`src/sbc_pkg.sv`:
```
`default_nettype none
package sbc_pkg;
	// Board clock and link framing
	localparam int unsigned SBC_CLK_HZ = 100_000_000;
	localparam int unsigned SBC_BAUD = 4800;
	localparam int unsigned SBC_CNT_W = 16;
	localparam int unsigned SBC_BYTE_W = 8;
	localparam int unsigned SBC_WORD_W = 24;
	localparam int unsigned SBC_FRAME_W = 10;
	localparam logic [3:0] SBC_FRAME_BITS = 4'hA;
	localparam logic [3:0] SBC_DATA_BITS = 4'h8;
	localparam logic [3:0] SBC_LAST_DATA_BIT = 4'h1;

	// Byte counts of a transfer: code plus three data bytes to write, code alone to read
	localparam logic [2:0] SBC_WR_BYTES = 3'h4;
	localparam logic [2:0] SBC_RD_BYTES = 3'h1;
	localparam logic [1:0] SBC_RX_LAST = 2'h2;
	localparam int unsigned SBC_CMD_WRITE_BIT = 7;

	// Command codes, read and write
	localparam logic [7:0] SBC_RD_RESULT = 8'h50;
	localparam logic [7:0] SBC_RD_CFG = 8'h51;
	localparam logic [7:0] SBC_WR_CFG = 8'hD1;
	localparam logic [7:0] SBC_RD_GAIN = 8'h52;
	localparam logic [7:0] SBC_WR_GAIN = 8'hD2;
	localparam logic [7:0] SBC_RD_DAC = 8'h53;
	localparam logic [7:0] SBC_WR_DAC = 8'hD3;
	localparam logic [7:0] SBC_RD_SIG_ROFF = 8'h54;
	localparam logic [7:0] SBC_WR_SIG_ROFF = 8'hD4;
	localparam logic [7:0] SBC_RD_SIG_NOFF = 8'h55;
	localparam logic [7:0] SBC_WR_SIG_NOFF = 8'hD5;
	localparam logic [7:0] SBC_RD_REF_NOFF = 8'h56;
	localparam logic [7:0] SBC_WR_REF_NOFF = 8'hD6;

	// Calibration control bits in the configuration word
	localparam int unsigned SBC_CAL_REF_NR = 7;
	localparam int unsigned SBC_CAL_SIG_NR = 6;
	localparam int unsigned SBC_CAL_SIG_RO = 5;
	localparam int unsigned SBC_CAL_GAIN = 4;
	localparam logic [1:0] SBC_PH_NR = 2'h0;
	localparam logic [1:0] SBC_PH_RO = 2'h1;
	localparam logic [1:0] SBC_PH_GAIN = 2'h2;

	// Response buffer depth
	localparam logic [1:0] SBC_BUF_DEPTH = 2'h2;

	typedef enum logic [2:0] {
		SBC_S_IDLE = 3'h0,
		SBC_S_TX = 3'h1,
		SBC_S_RX = 3'h3,
		SBC_S_PUSH = 3'h2,
		SBC_S_CALW = 3'h6,
		SBC_S_CALP = 3'h7,
		SBC_S_CALC = 3'h5
	} sbc_seq_t;

	typedef enum logic [1:0] {
		SBC_R_IDLE = 2'h0,
		SBC_R_START = 2'h1,
		SBC_R_DATA = 2'h3,
		SBC_R_STOP = 2'h2
	} sbc_rx_t;

	typedef struct packed {
		sbc_seq_t seq;
		logic [7:0] code;
		logic [23:0] data;
		logic [31:0] out;
		logic [2:0] nbytes;
		logic [1:0] rx_n;
		logic from_cal;
		logic [1:0] phase;
		logic [23:0] cal_cfg;
		logic [9:0] tx_sh;
		logic [3:0] tx_bits;
		logic [15:0] tx_cnt;
		logic txd;
		sbc_rx_t rx_st;
		logic [15:0] rx_cnt;
		logic [3:0] rx_bits;
		logic [7:0] rx_sh;
		logic rx_v;
		logic [7:0] rx_byte;
		logic [23:0] buf0;
		logic [23:0] buf1;
		logic [1:0] fill;
		logic rsp_valid;
		logic cmd_ready;
		logic cal_busy;
	} sbc_state_t;
endpackage
`default_nettype wire

```
`src/sbc_bridge_host.sv`:
```
// Behaviour
// - Link is 4800 baud, 8N1, both ways
// - Each command opens with code byte, LSB first
// - Write code is followed by three data bytes
// - Data bytes go low byte first, LSB first
// - 50 reads result, 51/D1 configuration
// - 52/D2 gain, 53/D3 offset DAC
// - 54/D4 signal channel ratiometric offset
// - 55/D5 signal channel nonratiometric offset
// - 56/D6 reference channel nonratiometric offset
// - Nonratiometric calibrations run before all others
// - Both nonratiometric calibrations in one request
// - Then signal channel ratiometric offset calibration
// - Gain calibration last, then conversions
// - Each step started by configuration control bits
// - Bridge clocked from the board clock
`timescale 1ns/1ns
`default_nettype none
module sbc_bridge_host
	import sbc_pkg::*;
#(
	parameter int unsigned BIT_CYCLES = SBC_CLK_HZ / SBC_BAUD
)
(
	// Clock, reset, enable
	input wire logic mclk,
	input wire logic resetn,
	input wire logic clk_en,
	// Command request
	input wire logic cmd_valid,
	output var logic cmd_ready,
	input wire logic [7:0] cmd_code,
	input wire logic [23:0] cmd_data,
	// Calibration request
	input wire logic cal_start,
	input wire logic cal_nonratio,
	input wire logic [23:0] cal_config,
	output var logic cal_busy,
	// Read answers
	output var logic rsp_valid,
	input wire logic rsp_ready,
	output var logic [23:0] rsp_data,
	// Serial link
	output var logic txd,
	input wire logic rxd
);
	// Bit time in mclk cycles; the far side paces itself from its own
	// converter clock, so only the baud rate has to agree
	localparam logic [15:0] BIT_RELOAD = SBC_CNT_W'(BIT_CYCLES - 1);
	localparam logic [15:0] HALF_RELOAD = SBC_CNT_W'(BIT_CYCLES / 2);

	sbc_state_t s;
	sbc_state_t next_s;

	// Control bits that start the given calibration phase
	function automatic logic [23:0] sbc_cal_bits(input logic [1:0] ph);
		logic [23:0] b;
		b = '0;
		unique case (ph)
			SBC_PH_NR:
			begin
				b[SBC_CAL_REF_NR] = 1'b1;
				b[SBC_CAL_SIG_NR] = 1'b1;
			end
			SBC_PH_RO:
				b[SBC_CAL_SIG_RO] = 1'b1;
			default:
				b[SBC_CAL_GAIN] = 1'b1;
		endcase
		return b;
	endfunction

	// Bit 7 splits each code pair into read and write; codes outside the
	// table are sent as given and treated by that bit alone
	function automatic logic sbc_is_write(input logic [7:0] code);
		return code[SBC_CMD_WRITE_BIT];
	endfunction

	// Next state of the whole bridge host
	always_comb
	begin
		logic pop;
		logic push;
		logic go;
		logic [23:0] word;
		pop = 1'b0;
		push = 1'b0;
		go = 1'b0;
		word = '0;
		next_s = s;
		next_s.rx_v = 1'b0;

		// Transmit engine: start, 8 data bits LSB first, stop
		// The shifter refills with ones, so the line rests high after a stop
		if (s.tx_bits != 4'h0)
		begin
			if (s.tx_cnt == 16'h0000)
			begin
				next_s.tx_sh = {1'b1, s.tx_sh[9:1]};
				next_s.txd = s.tx_sh[1];
				next_s.tx_bits = s.tx_bits - 4'h1;
				next_s.tx_cnt = BIT_RELOAD;
			end
			else
				next_s.tx_cnt = s.tx_cnt - 16'h0001;
		end

		// Receive engine; a frame with a low stop bit is dropped
		// rxd is sampled as a synchronous input; a board pin needs its
		// own synchroniser in front of this port
		unique case (s.rx_st)
			SBC_R_IDLE:
				if (!rxd)
				begin
					next_s.rx_st = SBC_R_START;
					next_s.rx_cnt = HALF_RELOAD;
				end
			SBC_R_START:
				if (s.rx_cnt == 16'h0000)
				begin
					next_s.rx_cnt = BIT_RELOAD;
					next_s.rx_bits = SBC_DATA_BITS;
					// A glitch shorter than half a bit is not a start
					next_s.rx_st = rxd ? SBC_R_IDLE : SBC_R_DATA;
				end
				else
					next_s.rx_cnt = s.rx_cnt - 16'h0001;
			SBC_R_DATA:
				if (s.rx_cnt == 16'h0000)
				begin
					next_s.rx_sh = {rxd, s.rx_sh[7:1]};
					next_s.rx_bits = s.rx_bits - 4'h1;
					next_s.rx_cnt = BIT_RELOAD;
					if (s.rx_bits == SBC_LAST_DATA_BIT)
						next_s.rx_st = SBC_R_STOP;
				end
				else
					next_s.rx_cnt = s.rx_cnt - 16'h0001;
			SBC_R_STOP:
				if (s.rx_cnt == 16'h0000)
				begin
					next_s.rx_st = SBC_R_IDLE;
					if (rxd)
					begin
						next_s.rx_v = 1'b1;
						next_s.rx_byte = s.rx_sh;
					end
				end
				else
					next_s.rx_cnt = s.rx_cnt - 16'h0001;
		endcase

		// Command sequencer
		unique case (s.seq)
			SBC_S_IDLE:
				if (cal_start && !s.cal_busy)
				begin
					next_s.cal_busy = 1'b1;
					next_s.cal_cfg = cal_config;
					// Nonratiometric step, if used, goes first
					next_s.phase = cal_nonratio ? SBC_PH_NR : SBC_PH_RO;
					next_s.seq = SBC_S_CALW;
				end
				// Calibration wins over a user command in the same cycle
				else if (cmd_valid && s.cmd_ready)
				begin
					next_s.code = cmd_code;
					next_s.data = cmd_data;
					next_s.from_cal = 1'b0;
					go = 1'b1;
				end
			SBC_S_CALW:
			begin
				next_s.code = SBC_WR_CFG;
				next_s.data = s.cal_cfg | sbc_cal_bits(s.phase);
				next_s.from_cal = 1'b1;
				go = 1'b1;
			end
			SBC_S_CALP:
			begin
				// Poll the configuration word until the step bits clear
				next_s.code = SBC_RD_CFG;
				next_s.from_cal = 1'b1;
				go = 1'b1;
			end
			SBC_S_TX:
				if (s.tx_bits == 4'h0)
				begin
					if (s.nbytes != 3'h0)
					begin
						// Code byte leaves first, then data low byte first
						next_s.tx_sh = {1'b1, s.out[7:0], 1'b0};
						next_s.out = {8'h00, s.out[31:8]};
						next_s.nbytes = s.nbytes - 3'h1;
						next_s.tx_bits = SBC_FRAME_BITS;
						next_s.tx_cnt = BIT_RELOAD;
						next_s.txd = 1'b0;
					end
					else if (!sbc_is_write(s.code))
					begin
						// Read codes go out alone; the answer is collected in RX
						next_s.rx_n = 2'h0;
						next_s.data = '0;
						next_s.seq = SBC_S_RX;
					end
					else
						next_s.seq = s.from_cal ? SBC_S_CALP : SBC_S_IDLE;
				end
			SBC_S_RX:
				if (s.rx_v)
				begin
					// Answer bytes arrive low byte first
					next_s.data = {s.rx_byte, s.data[23:8]};
					next_s.rx_n = s.rx_n + 2'h1;
					if (s.rx_n == SBC_RX_LAST)
						next_s.seq = s.from_cal ? SBC_S_CALC : SBC_S_PUSH;
				end
			SBC_S_PUSH:
				// Stall rather than drop an answer; cmd_ready stays low
				if (s.fill != SBC_BUF_DEPTH || (s.rsp_valid && rsp_ready))
				begin
					push = 1'b1;
					word = s.data;
					next_s.seq = SBC_S_IDLE;
				end
			SBC_S_CALC:
				// No timeout: a step that never clears keeps cal_busy set
				// until reset, which is the only way out
				if ((s.data & sbc_cal_bits(s.phase)) != 24'h000000)
					next_s.seq = SBC_S_CALP;
				else if (s.phase == SBC_PH_GAIN)
				begin
					// Gain step done last; conversions may start
					next_s.cal_busy = 1'b0;
					next_s.seq = SBC_S_IDLE;
				end
				else
				begin
					// Nonratiometric, then ratiometric offset, then gain
					next_s.phase = s.phase + 2'h1;
					next_s.seq = SBC_S_CALW;
				end
			default:
				next_s.seq = SBC_S_IDLE;
		endcase

		// Launch a transfer; read codes send the code byte only
		// Data bytes follow the code byte, low byte first
		if (go)
		begin
			next_s.out = {next_s.data, next_s.code};
			next_s.nbytes = sbc_is_write(next_s.code) ? SBC_WR_BYTES
				: SBC_RD_BYTES;
			next_s.seq = SBC_S_TX;
		end

		// Two-entry answer buffer; pop before push so a full one can swap
		// A push into an empty buffer lands in buf0, else in buf1
		pop = s.rsp_valid && rsp_ready;
		if (pop)
		begin
			next_s.buf0 = s.buf1;
			next_s.fill = s.fill - 2'h1;
		end
		if (push)
		begin
			if (next_s.fill == 2'h0)
				next_s.buf0 = word;
			else
				next_s.buf1 = word;
			next_s.fill = next_s.fill + 2'h1;
		end
		next_s.rsp_valid = next_s.fill != 2'h0;

		// Accept user commands only when idle and not calibrating
		next_s.cmd_ready = next_s.seq == SBC_S_IDLE && !next_s.cal_busy
			&& !(cal_start && !s.cal_busy && s.seq == SBC_S_IDLE);
	end

	// State register; the line idles high from reset
	// Reset acts without clk_en, so a frozen bridge can still be cleared
	always_ff @(posedge mclk)
	begin
		if (!resetn)
		begin
			s <= '0;
			s.txd <= 1'b1;
		end
		else if (clk_en)
			s <= next_s;
	end

	// Outputs straight from the state register
	// rsp_data shows the buffer head even while rsp_valid is low
	assign cmd_ready = s.cmd_ready;
	assign cal_busy = s.cal_busy;
	assign rsp_valid = s.rsp_valid;
	assign rsp_data = s.buf0;
	assign txd = s.txd;
endmodule
`default_nettype wire

```
`config.mk`:
```
export PLATFORM = sky130hd
export DESIGN_NAME = sbc_bridge_host
export DESIGN_NICKNAME = d
export VERILOG_FILES = /design/src/sbc_pkg.sv /design/src/sbc_bridge_host.sv
export SDC_FILE = /design/constraint.sdc
export NUM_CORES = 1
export LEC_CHECK = 0
export BUFFER_PORTS_ARGS = -buffer_cell sky130_fd_sc_hd__buf_2
export CAP_MARGIN = 20
export CORE_MARGIN = 3
export CORE_UTILIZATION = 55
export DETAILED_ROUTE_END_ITERATION = 16
export PLACE_DENSITY = 0.75
export SYNTH_ARGS = -nofsm -noshare
export SYNTH_HDL_FRONTEND = slang
export SYNTH_SLANG_ARGS = --single-unit
```
`constraint.sdc`:
```
create_clock -name mclk -period 3.6 [get_ports mclk]
set_clock_uncertainty 0.05 [all_clocks]
set_input_delay 0.18 -clock mclk [delete_from_list [all_inputs] [get_ports mclk]]
set_output_delay 0.18 -clock mclk [all_outputs]
set_load 0.01 [all_outputs]
```
======== After elaboration in Yosys (flattened, before gate mapping) ========
Cells that the tools add are included.
cells by class
  bitwise gates (word level) .............. 3
  reduce and logical (&&, ||, !) cells .... 42
  add/subtract/negate cells ............... 9
  eq/ne operators ......................... 29
  mux-type cells .......................... 84
operators with widths
  operator               count
  $mux 24                8
  $mux 31                4
  $mux 35                3
  $pmux 24 s4            1
  $pmux 18 s4            1
  $mux 32                2
  $mux 61                1
  $mux 50                1
  $mux 16                3
  $mux 3                 13
  $logic_not 16->1       2
  $ne 2x2->1 const B     16
  $sub 16x1->16 const B  2
  $mux 2                 14
  $mux 9                 3
  $mux 26                1
  $and 24x8->24          1
  $or 24x8->24           1
  $pmux 8 s3             1
  $reduce_bool 24->1     1
  $mux 18                1
  $pmux 3 s6             1
  $mux 1                 17
  $reduce_and 4->1       4
  other kinds (30)       65
word-level totals
  word-level logic and storage cells ...... 192
  register bits ........................... 222
  input bits .............................. 64

======== Logic depth before layout (Yosys ltp) ========
  depth in word-level cells ............... 12
  mapped depth ............................ 10
  gate-level depth less buffers ........... 8

======== Worst setup path after synthesis ========
OpenSTA, ideal clock, no wires.
  kind .................................... flip-flop to flip-flop
  start ................................... reg s[3] in the netlist's numbering
  end ..................................... reg s (netlist bit rsp_data[10])
  stages on the path, launching flop included .. 10
  path buffers ............................ 2
  arrival time ............................ 2,135 ps
  path slack .............................. 1,278 ps
  clock period less this slack ............ 2,322 ps
  data required time ...................... 3,412 ps
  path through ............................ dfxtp_1 > inv_1 > ha_1 > mux2i_1 > ha_1 > nand4_1 > a21oi_1 > buf_2 > buf_1 > a211oi_1
between the ends
  longest elaborated chain between the ends .. 6
  elaborated cells on any way between the ends .. 11
  classes of those cells .................. add/sub: 1; eq/ne: 1; mux: 7; reduce/logical: 2
ends and longest elaborated chain
  item                                                 line                    text
  from (decl)                                          sbc_bridge_host.sv:52   sbc_state_t s;
  from (signal assigned)                               sbc_bridge_host.sv:290  s <= next_s;
  branches (longest 5 deep; another with $sub 2x1->2)  n/a
  $mux 50 (*)                                          sbc_bridge_host.sv:265  if (push)
Every way passes the cells marked *.
A chain may end at the register's enable or synchronous reset.

======== Final worst setup path ========
  start ................................... reg s[74] in the netlist's numbering
  end ..................................... reg s[57] in the netlist's numbering
between the ends
  longest elaborated chain between the ends .. 2
ends and longest elaborated chain
  item                               line                    text
  $logic_not 16->1                   sbc_bridge_host.sv:140  if (s.rx_cnt == 16'h0000)
  $reduce_and 4->1 (no source line)  n/a
Every way passes these cells.

==> impl_metrics.py <==
metrics = {
    "power_and_ir_drop": {
        "cellPowerDensity_mw_per_mm2": 616,
        "power.share.switching_pct": 34.2,
        "p_int_mw": 4.70,
        "clock_power_share_pct": 32.1,
        "design_power_total_mw": 7.14,
        "power_leakage_nw": 4.73,
        "net-switching-power_mw": 2.44,
        "power_frac_comb_pct": 29.4,
        "seqPwrFrac_pct": 38.5,
        "vdd_drop_max_uv": 457,
    },
    "placed_design": {
        "placement.io_buffers": 91,
        "hpwl_um": 17000,
        "post_dp_cell_area_mm2": 0.0105,
        "gpl.final_weighted_congestion": 0.898,
        "placedCellCount": 1402,
    },
    "logic_synthesis": {
        "yosys_register_bits": 214,
        "synthesized_netlist_cell_count": 1175,
        "yosys-top-cells-area": "dfxtp_1, mux2i_1, nor2_1",
        "postSynthAreaPerCell_um2": 8.64,
        "synth-warning-count": 0,
        "synthMostInstantiatedCell": "dfxtp_1",
        "dominantRegCellSynth": "dfxtp_1",
        "post_synth_instance_area_mm2": 0.0102,
        "synthesis.nets": 1253,
        "synth_edf_count": 0,
        "post_synth_most_frequent_cells": "dfxtp_1, nor2_1, nand2_1",
        "yosysUniqueCellTypes": 77,
        "synth_area_leader_cell": "dfxtp_1",
        "synth-seq-area-share_pct": 42.2,
        "synthDominantCellAreaShare_pct": 42.2,
        "synth_async_sr_flop_share_pct": 0,
    },
    "finish": {
        "postLayoutCellArea_mm2": 0.0116,
        "area_delta_synth_final_pct": 14.1,
        "num-nets-final": 1308,
        "num-fill-cells": 1540,
        "end_of_flow_core_utilization_pct": 64.3,
        "stdcell_count": 1476,
        "layout-drive-gt1-share_pct": 14.7,
    },
    "hold_path": {
        "holdPathStages": 4,
        "worst_hold_path_type": "input port to register",
        "min_from": "cmd_data[12]",
        "min_to": "s[199]",
    },
    "worst_setup_path": {
        "timing.setup.critical_path_class": "register to register",
        "crit_path_max_incr_delay_ns": 0.64,
        "cp.arrival_ns": 3.21,
        "worst_setup_path_start_kind": "register",
        "crit_chain": "inv_1, ha_1, nor3b_1, and4b_1, nand4_1, mux2i_1, nor2_1",
        "r2r_setup_slack_ns": 0.72,
        "worst_ep_required_time_ns": 3.92,
        "r2r_start": "s[74]",
        "number_of_cells_on_the_worst_reg_to_reg_path": 7,
        "worst_path_max_delay_cell": "and4b_1",
        "endpoint_kind_of_the_worst_setup_timing_path": "register",
        "r2r_end": "s[57]",
        "crit_fanout": 16,
    },
    "clock_tree": {
        "cts_root_buffer": "clkbuf_16",
        "cts_setup_buffers": 0,
        "skew_pair_late_insertion_delay_ns": 0.50,
        "cts.reportedPaths.clkPinSlew_ns": 0.06,
        "htreeDepth": 1,
        "clock-sinks": 214,
        "clock_tree_from_tritoncts": "yes",
        "cts-buffers-inserted": 23,
        "ctsLongestPathBuffers": 3,
    },
    "floorplan": {
        "floorplan.core_area_mm2": 0.0180,
        "die_area_mm2": 0.0201,
        "num_rows": 49,
        "floorplan.initialDensity_pct": 56.3,
        "die_height_um": 142,
        "die-width_um": 142,
        "ioPinCount": 92,
    },
    "routing": {
        "firstDrtPassIters": 10,
        "first_iter_violations": 870,
        "vias": 9036,
        "drc": 0,
        "finalWirelength_um": 26000,
        "route.detailed.vias_per_inst": 6.12,
        "postRouteAntennaNets": 0,
        "dr_wl_cell_um": 17.6,
    },
    "timing": {
        "fin_crit_ns": 2.88,
        "fin_tns_setup_ns": 0,
        "hold_viol_final": 0,
        "max_freq_mhz": 347,
        "final-setup-viol-count": 0,
        "grt_setup_unrepaired": "false",
        "worst_slew_pin_slew_ns": 1.15,
        "maxSlewHeadroom_pct": 22.5,
        "period_share_pct": 80.1,
        "slew_violations": 0,
    },
    "global_route": {
        "first_pass_grt_wire_length_um": 42900,
        "grt.total_usage_pct": 25.5,
        "first_global_vias": 8567,
        "grt_antenna_before_repair": 1,
        "grt_start_max_net_pins": 108,
        "grt_overflow": 0,
    },
    "status": {
        "status": "finished, final reports clean",
    },
    "flow_run": {
        "timing.max_cap.violations": 0,
    },
}
==> power by group through the flow <==
stage | logic, mW | clock network (mW) | registers [mW]
floorplan | 1.61 | 0 | 2.74
global placement | 2.00 | 0 | 2.78
detailed placement | 2.03 | 0 | 2.79
CTS | 2.07 | 2.33 | 2.74
global route | 2.34 | 2.42 | 2.78
finish | 2.10 | 2.29 | 2.75
==> layer usage <==
metal  global-route usage [%]  part of all wire [%]  vias up
met5                        0                     0        -
met4                     7.22                   2.3        0
met3                     4.15                   7.3       44
met2                     40.9                    46      364
met1                     35.8                    44     4227
li1                         -                     -     4401
==> worst max-delay path, delay by kind of cell, from the launching register on <==
family	cells	cell delay [ns]
adder cells (fa/ha/maj)	1	0.15
buffers and inverters	1	0.07
flip-flops	1	0.35
multiplexers	1	0.34
AND/OR/NAND/NOR	4	1.80
==> cells by family (layout without fill, tap and decap cells) <==
kind of cell	count (synthesis)	count (layout)	synth area share [%]
simple gates	389	389	18.1
compound gates	335	335	23.8
flops	214	214	42.2
buf+inv	147	218	6.83
mux	67	67	6.61
fa+ha+maj	14	14	1.73
xor+xnor	9	9	0.777
other cells	0	1	0
==> state kept, by name, summed over array words and instances, names as in the netlist <==
| name | count |
|---|---|
| rsp_data | 24 |
| s | 186 |
| txd | 1 |
| cal_busy | 1 |
| rsp_valid | 1 |
| cmd_ready | 1 |
==> timing repair <==
action / CTS / global route
hold buffers: 32 / 0
endpoints found under the hold margin: 40 / 0
resized for setup: 0 / 0
==> worst max-delay path by stage <==
stage                       from      endpoint  cells past startpoint
after floorplan             s[3]  rsp_data[10]                      9
after global placement    s[109]        s[169]                      8
after detailed placement  s[109]        s[165]                      8
after CTS                  s[74]         s[57]                      7
after global routing       s[74]         s[55]                      7
final                      s[74]         s[57]                      7
==> through the flow <==
step	setup slack, ns	hold slack [ns]
final	0.717	0.0409
after global routing	0.428	0.0687
after CTS	0.750	0.0149
after detailed placement	0.794	0.375
after global placement	0.881	0.371
after floorplan	1.28	0.266
==> cell type report <==
cell class	instances	area [um^2]	share of cell area, %
repair buffers	142	931	8.04
flip-flops and latches	214	4280	37.0
diodes	1	2.50	0.0216
inverters	35	134	1.16
multi-input cells	814	5190	44.9
clock inverters	4	20.0	0.173
well taps	229	287	2.47
clock buffers	37	728	6.29
==> cells in the final DEF, fill, tap and decap left out, types with 5 or more instances in the layout <==
master / count
a311oi_1: 5
o21ai_0: 45
nand3_1: 20
ha_1: 14
clkbuf_8: 10
or3_1: 11
o2bb2ai_1: 12
inv_1: 32
nor4_1: 12
a222oi_1: 20
nor2_1: 165
nand4_1: 9
dfxtp_1: 214
a221oi_1: 5
buf_2: 91
a31oi_1: 11
o211a_1: 9
nand2b_1: 5
a21oi_1: 77
o21a_1: 12
o31ai_1: 6
xnor2_1: 6
nor3_1: 21
a22oi_1: 49
clkbuf_16: 23
o221a_2: 7
nand2_1: 91
mux2i_1: 67
buf_4: 18
a211oi_1: 32
or4_1: 9
o211ai_1: 5
dlygate4sd3_1: 32
nor2b_1: 5
Note: power is estimated with default switching activity, not from simulation.
